### config.mk
export PLATFORM = sky130hd
export DESIGN_NAME = asr_host
export DESIGN_NICKNAME = d
export VERILOG_FILES = /design/src/asr_pkg.sv /design/src/asr_timer_if.sv /design/src/asr_host.sv /design/src/asr_timer.sv
export SDC_FILE = /design/constraint.sdc
export NUM_CORES = 1
export LEC_CHECK = 0
export BUFFER_PORTS_ARGS = -buffer_cell sky130_fd_sc_hd__buf_2
export CORE_MARGIN = 5
export CORE_UTILIZATION = 50
export CTS_CLUSTER_DIAMETER = 100
export DETAILED_ROUTE_END_ITERATION = 8
export GPL_TIMING_DRIVEN = 0
export PLACE_DENSITY_LB_ADDON = 0.15
export SYNTH_ARGS = -nofsm -noshare
export SYNTH_HDL_FRONTEND = slang
export SYNTH_SLANG_ARGS = --single-unit
### constraint.sdc
create_clock -name REF_CLK -period 2.3 [get_ports REF_CLK]
set_clock_uncertainty 0.1 [all_clocks]
set_input_delay 0.115 -clock REF_CLK [delete_from_list [all_inputs] [get_ports REF_CLK]]
set_output_delay 0.115 -clock REF_CLK [all_outputs]
set_load 0.02 [all_outputs]
### src/asr_pkg.sv
// Package of constants and types for the asynchronous SRAM host controller
package asr_pkg;
    // ----------------------------------------
    // Geometry
    // ----------------------------------------
    localparam int ADDR_W = 21;                  // Word address lines 0..20
    localparam int DATA_W = 16;                  // Data bus width
    localparam int LANE_W = 2;                   // Byte lanes
    // ----------------------------------------
    // Timing in ns and clock rate
    // ----------------------------------------
    localparam int CLK_PERIOD_NS = 8;            // REF_CLK period
    localparam int T_READ_CYCLE_NS = 55;         // Least read cycle
    localparam int T_WRITE_CYCLE_NS = 55;        // Least write cycle
    localparam int T_ADDR_DATA_NS = 55;          // Address to data valid
    localparam int T_WE_PULSE_NS = 40;           // Least write strobe width
    localparam int T_DATA_SETUP_NS = 25;         // Data setup to write end
    localparam int T_WE_HIGHZ_NS = 20;           // Strobe low to outputs floating
    localparam int T_LOWZ_WE_NS = 10;            // Strobe high to outputs driving
    localparam int T_RECOVER_NS = 55;            // Recovery after retention
    // Least times round up to whole cycles; the read count takes one cycle more
    localparam int RD_CYC = (T_ADDR_DATA_NS + CLK_PERIOD_NS - 1) / CLK_PERIOD_NS + 1;
    localparam int WR_PULSE_CYC = (T_WE_PULSE_NS + CLK_PERIOD_NS - 1) / CLK_PERIOD_NS;
    localparam int WR_HZ_CYC = (T_WE_HIGHZ_NS + CLK_PERIOD_NS - 1) / CLK_PERIOD_NS;
    localparam int WR_CYC = (T_WRITE_CYCLE_NS + CLK_PERIOD_NS - 1) / CLK_PERIOD_NS;
    localparam int RECOVER_CYC = (T_RECOVER_NS + CLK_PERIOD_NS - 1) / CLK_PERIOD_NS;
    localparam int CNT_W = 4;                    // Wide enough for all counts
    // ----------------------------------------
    // States
    // ----------------------------------------
    typedef enum logic [2:0] {
        ASR_RECOVER, ASR_IDLE, ASR_READ, ASR_WRITE, ASR_WR_TAIL
    } asr_state_type;
endpackage

### src/asr_timer_if.sv
// Interface between the controller and its cycle timer
`timescale 1ns/1ps
interface asr_timer_if;
    logic load;                                  // Start a count
    logic [asr_pkg::CNT_W-1:0] count;            // Cycles to count
    logic done;                                  // Count has expired
    modport ctrl (output load, output count, input done);
    modport timer (input load, input count, output done);
endinterface // asr_timer_if
### src/asr_host.sv
// Host controller for an asynchronous 2M x 16 static memory
// Overview of operation
// - Write: selects active, strobe low, lanes gated
// - Read: selects active, output enable low, strobe high
// - Address held 40 ns before write end
// - Lane 40 ns, data 25 ns before end
// - Wait 55 ns after retention before use
`timescale 1ns/1ps
module asr_host (
    // Clock and reset
    input wire logic REF_CLK,
    input wire logic RST_N,
    // User request port
    input wire logic REQ_VALID,
    input wire logic REQ_WRITE,
    input wire logic [asr_pkg::ADDR_W-1:0] REQ_ADDR,
    input wire logic [asr_pkg::DATA_W-1:0] REQ_WDATA,
    input wire logic [asr_pkg::LANE_W-1:0] REQ_LANES,
    output logic REQ_READY,
    output logic RSP_VALID,
    output logic [asr_pkg::DATA_W-1:0] RSP_RDATA,
    // Retention control
    input wire logic RETAIN_EXIT,
    // Memory pins
    output logic [asr_pkg::ADDR_W-1:0] MEM_ADDR,
    output logic MEM_CHIP_SEL_N,
    output logic MEM_CHIP_SEL,
    output logic MEM_OUT_EN_N,
    output logic MEM_WRITE_N,
    output logic MEM_LOWER_BYTE_SEL_N,
    output logic MEM_UPPER_BYTE_SEL_N,
    input wire logic [asr_pkg::DATA_W-1:0] MEM_DATA_IN,
    output logic [asr_pkg::DATA_W-1:0] MEM_DATA_OUT,
    output logic MEM_DATA_OE
);
    import asr_pkg::*;

    // ----------------------------------------
    // Declarations
    // ----------------------------------------
    asr_timer_if tmr ();                         // Phase timer link
    asr_state_type state, next_state;            // Access sequencer
    logic [DATA_W-1:0] din_meta, din_sync;       // Two-stage capture of pin data
    logic [DATA_W-1:0] next_rdata;
    logic next_rsp_valid, next_ready;
    logic [ADDR_W-1:0] next_addr;
    logic next_cs, next_oe_n, next_we_n, next_data_oe;
    logic [LANE_W-1:0] next_lanes_n, lanes_n;    // Byte selects, low active
    logic [DATA_W-1:0] next_dout;
    logic retain_meta, retain_sync;              // Retention exit request, synced
    logic [CNT_W-1:0] next_count;
    logic next_load;
    logic cs;                                    // Chip selected

    // Lane mask from active-low selects, used for read data only
    function automatic logic [DATA_W-1:0] lane_mask(input logic [LANE_W-1:0] sel_n);
        lane_mask = {{8{~sel_n[1]}}, {8{~sel_n[0]}}};
    endfunction

    asr_timer u_timer (
        .REF_CLK(REF_CLK),
        .RST_N(RST_N),
        .tmr(tmr.timer)
    );
    assign tmr.load = next_load;
    assign tmr.count = next_count;

    // ----------------------------------------
    // Pin synchronisers
    // ----------------------------------------
    // Data pins come from a clockless part, so two stages before use
    always_ff @(posedge REF_CLK or negedge RST_N) begin
        if (!RST_N) begin
            din_meta <= 16'h0000;
            din_sync <= 16'h0000;
            retain_meta <= 1'b0;
            retain_sync <= 1'b0;
        end else begin
            din_meta <= MEM_DATA_IN;
            din_sync <= din_meta;
            retain_meta <= RETAIN_EXIT;
            retain_sync <= retain_meta;
        end
    end

    // ----------------------------------------
    // Sequencer next values
    // ----------------------------------------
    always_comb begin
        next_state = state;
        next_ready = 1'b0;
        next_rsp_valid = 1'b0;
        next_rdata = RSP_RDATA;
        next_addr = MEM_ADDR;
        next_cs = cs;
        next_oe_n = MEM_OUT_EN_N;
        next_we_n = MEM_WRITE_N;
        next_lanes_n = lanes_n;
        next_dout = MEM_DATA_OUT;
        next_data_oe = MEM_DATA_OE;
        next_load = 1'b0;
        next_count = 4'h0;
        case (state)
            // Wait out recovery after retention before any access; after reset the count is zero, so no wait
            ASR_RECOVER: begin
                if (tmr.done) begin
                    next_state = ASR_IDLE;
                    next_ready = 1'b1;
                end
            end
            ASR_IDLE: begin
                next_ready = 1'b1;
                if (retain_sync) begin
                    // Retention exit: restart the recovery wait
                    next_ready = 1'b0;
                    next_load = 1'b1;
                    next_count = CNT_W'(RECOVER_CYC);
                    next_state = ASR_RECOVER;
                end else if (REQ_VALID && REQ_LANES != 2'h0) begin
                    // Address and lanes set with select, so setup is met at start
                    next_ready = 1'b0;
                    next_addr = REQ_ADDR;
                    next_cs = 1'b1;
                    next_lanes_n = ~REQ_LANES;
                    next_load = 1'b1;
                    if (REQ_WRITE) begin
                        // Strobe low with output enable high keeps the bus clean
                        next_oe_n = 1'b1;
                        next_we_n = 1'b0;
                        next_dout = REQ_WDATA;
                        next_count = CNT_W'(WR_PULSE_CYC);
                        next_state = ASR_WRITE;
                    end else begin
                        next_oe_n = 1'b0;
                        next_we_n = 1'b1;
                        next_count = CNT_W'(RD_CYC);
                        next_state = ASR_READ;
                    end
                end
            end
            ASR_READ: begin
                if (tmr.done) begin
                    // Only the selected lanes carry data; others read as zero
                    next_rdata = din_sync & lane_mask(lanes_n);
                    next_rsp_valid = 1'b1;
                    next_cs = 1'b0;
                    next_oe_n = 1'b1;
                    next_lanes_n = 2'h3;
                    next_ready = 1'b1;
                    next_state = ASR_IDLE;
                end
            end
            ASR_WRITE: begin
                // Drive data only once the memory outputs have floated
                if (tmr.done) begin
                    // Strobe rises first: whole overlap closes on this edge
                    next_we_n = 1'b1;
                    next_load = 1'b1;
                    next_count = CNT_W'(WR_CYC - WR_PULSE_CYC);
                    next_state = ASR_WR_TAIL;
                end else begin
                    next_data_oe = 1'b1;
                end
            end
            ASR_WR_TAIL: begin
                // Release data with the strobe high so the hold of zero is met
                next_data_oe = 1'b0;
                next_cs = 1'b0;
                next_lanes_n = 2'h3;
                if (tmr.done) begin
                    next_ready = 1'b1;
                    next_state = ASR_IDLE;
                end
            end
            default: begin
                next_state = ASR_IDLE;
            end
        endcase
    end

    // ----------------------------------------
    // Sequencer registers
    // ----------------------------------------
    always_ff @(posedge REF_CLK or negedge RST_N) begin
        if (!RST_N) begin
            state <= ASR_RECOVER;
            REQ_READY <= 1'b0;
            RSP_VALID <= 1'b0;
            RSP_RDATA <= 16'h0000;
            MEM_ADDR <= 21'h000000;
            cs <= 1'b0;
            MEM_OUT_EN_N <= 1'b1;
            MEM_WRITE_N <= 1'b1;
            lanes_n <= 2'h3;
            MEM_DATA_OUT <= 16'h0000;
            MEM_DATA_OE <= 1'b0;
            MEM_CHIP_SEL_N <= 1'b1;
            MEM_CHIP_SEL <= 1'b0;
            MEM_LOWER_BYTE_SEL_N <= 1'b1;
            MEM_UPPER_BYTE_SEL_N <= 1'b1;
        end else begin
            state <= next_state;
            REQ_READY <= next_ready;
            RSP_VALID <= next_rsp_valid;
            RSP_RDATA <= next_rdata;
            MEM_ADDR <= next_addr;
            cs <= next_cs;
            MEM_OUT_EN_N <= next_oe_n;
            MEM_WRITE_N <= next_we_n;
            lanes_n <= next_lanes_n;
            MEM_DATA_OUT <= next_dout;
            MEM_DATA_OE <= next_data_oe;
            MEM_CHIP_SEL_N <= ~next_cs;
            MEM_CHIP_SEL <= next_cs;
            MEM_LOWER_BYTE_SEL_N <= next_lanes_n[0];
            MEM_UPPER_BYTE_SEL_N <= next_lanes_n[1];
        end
    end
endmodule // asr_host

### src/asr_timer.sv
// Down counter that times each phase of a memory access
`timescale 1ns/1ps
module asr_timer (
    // Clock and reset
    input wire logic REF_CLK,
    input wire logic RST_N,
    // Control
    asr_timer_if.timer tmr
);
    import asr_pkg::*;
    logic [CNT_W-1:0] left;                      // Cycles remaining
    logic [CNT_W-1:0] next_left;
    // ----------------------------------------
    // Next count
    // ----------------------------------------
    always_comb begin
        next_left = left;
        if (tmr.load) begin
            next_left = tmr.count;               // Reload wins over decrement
        end else if (left != 4'h0) begin
            next_left = left - 4'h1;
        end
    end
    // ----------------------------------------
    // Register
    // ----------------------------------------
    always_ff @(posedge REF_CLK or negedge RST_N) begin
        if (!RST_N) begin
            left <= 4'h0;
        end else begin
            left <= next_left;
        end
    end
    // Done looks only at the count: the sequencer reloads on done, so a
    // reload term here would close a combinational loop through it
    assign tmr.done = (left == 4'h0);
endmodule // asr_timer

==> out/summary.txt <==
fraction of registers with async set/reset: 100%
post-synthesis register bit count: 103
critical-path maximum fanout: 10
number of endpoints with negative hold slack in the final report: 0
crit path time final: 2.14 ns
global-route wire length before repair: 13600 um
TritonCTS clock tree: yes
initial antenna violation count: 0
sequential cell area fraction in the yosys report: 69.0%
Max transition margin: 50.8%
tightest hold margin: 0.136 ns
routability-driven placement congestion ratio: 0.783
Synth Warn #: 0
Post-Syn Nets: 364
number of CTS-inserted buffers: 9
total power density per cell area: 1160 mW/mm^2
number of I/O port buffers: 121
Distinct cells, synth: 35
Die Footprint: 0.00932 sq mm
Chip Width: 96.5 um
Syn Inst Count: 303
# Post-CTS Setup Buffers: 0
kind of end point of the critical path: flop
NumNets Final: 555
Slowest cell on crit path: dfrtp_1
Initial Util: 51.4%
biggest area contributors in the synthesized netlist: dfrtp_1 65%, nand2_1 8.4%, mux2_4 3.6%
HPWL reported at the end of detailed placement: 5600 um
post-DR wirelength/cell: 14.1 um
Req. time, crit path: 2.45 ns
register area: 0.00258 sq mm
outcome: complete, no violations
post-route fraction of the period consumed by the critical path: 93.2%
aggregate negative setup slack: 0 ns
fraction of synthesized cell area taken by the top area cell type: 65.5%
leak pwr: 2.72 nW
die extent in y: 96.5 um
worst path arrival time: 2.30 ns
final non-filler cell area: 0.00529 sq mm
clock-pin slew of the registers on the worst-case setup and hold paths: 0.10 ns
Post-Route Utilization: 72.6%
RSZ-0062 raised after global routing: false
Crit Path Class: reg2reg
area of the multi-input gates: 0.00107 sq mm
detailed-route DRC error count: 0
maximum clock insertion buffer count: 2
Vias: 2838
Pins Over Slew Limit: 0
top-level port count: 122
placed cell area: 0.00450 sq mm
clock network latency to the later pin of the worst-skew pair: 0.35 ns
cell chain of the critical path: inv_2, ha_4, or3b_1, buf_2, or3_1, buf_4, buf_6, nand2_1, o21ai_1
total of endpoints with negative setup slack in the final report: 0
Worst setup SP type: flop
Max-Cap Viols: 0
leading area contributor after synthesis: dfrtp_1
most used standard cell by instance count after synthesis: dfrtp_1
Post-Synthesis Mean Instance Area: 12.4 sq um
worst min path class: in2reg
top cells by instance count after synthesis: 98 x dfrtp_1, 84 x nand2_1, 19 x nand2b_1
crit path buf inv count: 4
largest net degree at the start of global routing: 62
number of standard-cell rows in the floorplan: 31
setup slack on the worst flop-to-flop path: 0.16 ns
dominant register cell in the synthesized netlist: dfrtp_1
via density per instance: 4.74
share of final-layout standard cells stronger than drive strength 1: 34.7%
transition at the pin with the smallest max-transition slack: 0.737 ns
CTS Root Cell: clkbuf_8
post-synthesis cell area: 0.00374 sq mm
starting DRC count in detailed routing: 106
number of nets with antenna violations after routing: 0
count of flip-flops with a built-in enable after synthesis: 0
Global Route Usage Sum: 19.4%
remaining global-route overflow: 0
drt first pass iters: 4
number of H-tree branching levels: 3
vias in the first global route: 2880
largest stage delay on the critical path: 0.39 ns
TritonCTS Sinks: 103
peak clock frequency supported by timing: 467 MHz
Worst VDD drop: 0.666 mV
area delta synth->final: 41.4%
Placeable Area: 0.00729 sq mm
Final Routed Wirelength: 8430 um
Crit path max-delay family: simple AND/OR/NAND/NOR gates
final-layout fill cell count: 557
[per-stage QoR]
step	total power [mW]	setup slack (ns)	instances
6_report	6.15	0.157	599
5_1_grt	6.56	0.0104	598
4_1_cts	6.18	0.0505	598
3_5_place_dp	5.03	0.0645	524
3_3_place_gp	4.95	-0.0280	523
2_1_floorplan	4.20	0.237	303
[tightest hold or removal path: stages]
cell and delay, ns:
buf_2 0.10, o211ai_1 0.11, a211o_1 0.15, o21ai_0 0.07
[what timing repair did]
action,4_1_cts,5_1_grt
endpoints found under the hold margin,95,0
endpoints found under the setup margin,0,18
hold buffers,58,0
gates resized for setup,0,6
[routing by layer]
layer,vias to the layer above,part of all wire [%],track usage (%)
met1,1362,41,24.2
met4,0,1.7,9.35
li1,1374,-,-
met3,14,7.3,5.50
met5,-,0,0
met2,88,49,31.0
[power by group]
group / internal [mW] / total (mW) / switching [mW]
sequential: 2.41 / 2.76 / 0.353
clock: 0.420 / 1.06 / 0.636
combinational: 0.962 / 2.33 / 1.37
[area by class of cell]
cell class	count	share of cell area, %
repair buffers	180	23.0
diodes	1	0.0473
plain buffers	13	1.63
clock inverters	7	1.28
clock buffers	9	2.34
multi-input cells	182	20.2
flip-flops and latches	103	48.8
well taps	99	2.34
inverters	5	0.355
[kinds of logic (layout without fill, tap and decap cells)]
| logic type | after synthesis | in the layout | synth area share [%] |
|---|---|---|---|
| adders and majority gates | 1 | 1 | 0.334 |
| xor gates and xnor gates | 2 | 2 | 0.468 |
| buffers and inverters | 18 | 214 | 2.74 |
| and+or+nand+nor | 118 | 118 | 14.4 |
| muxes | 17 | 17 | 5.98 |
| AOI/OAI and AO/OA | 44 | 44 | 7.12 |
| other | 0 | 1 | 0 |
| DFF | 103 | 103 | 69.0 |
[path summary, 6_finish.rpt]
kind	from	end	cells past startpoint
max	u_timer.left[0]	RSP_RDATA[11]	9
min	REQ_VALID	u_timer.left[0]	4
max reg2reg	u_timer.left[0]	RSP_RDATA[11]	9
min in group asynchronous	RST_N	din_sync[0]	2
max in group asynchronous	RST_N	din_meta[9]	3
min reg2reg	din_meta[0]	din_sync[0]	0
[sequential cells by signal (all words and copies together), names as in the netlist, named ones only]
register and cells:
MEM_OUT_EN_N 1, retain_sync 1, MEM_ADDR 21, RSP_RDATA 16
MEM_CHIP_SEL_N 1, MEM_WRITE_N 1, retain_meta 1, din_sync 16
RSP_VALID 1, MEM_DATA_OUT 16, REQ_READY 1, state 3
MEM_DATA_OE 1, din_meta 16, u_timer.left 4
[placed cells by master, fill, tap and decap left out, drive strengths merged, types with 5 or more instances in the layout]
cell type / instances
buf: 131
clkbuf: 13
dfrtp: 98
dfstp: 5
dlygate4sd3: 58
inv: 8
mux2: 16
nand2: 85
nand2b: 19
nor2: 5
o211ai: 5
o21ai: 25
(Power assumes the default switching activity.)
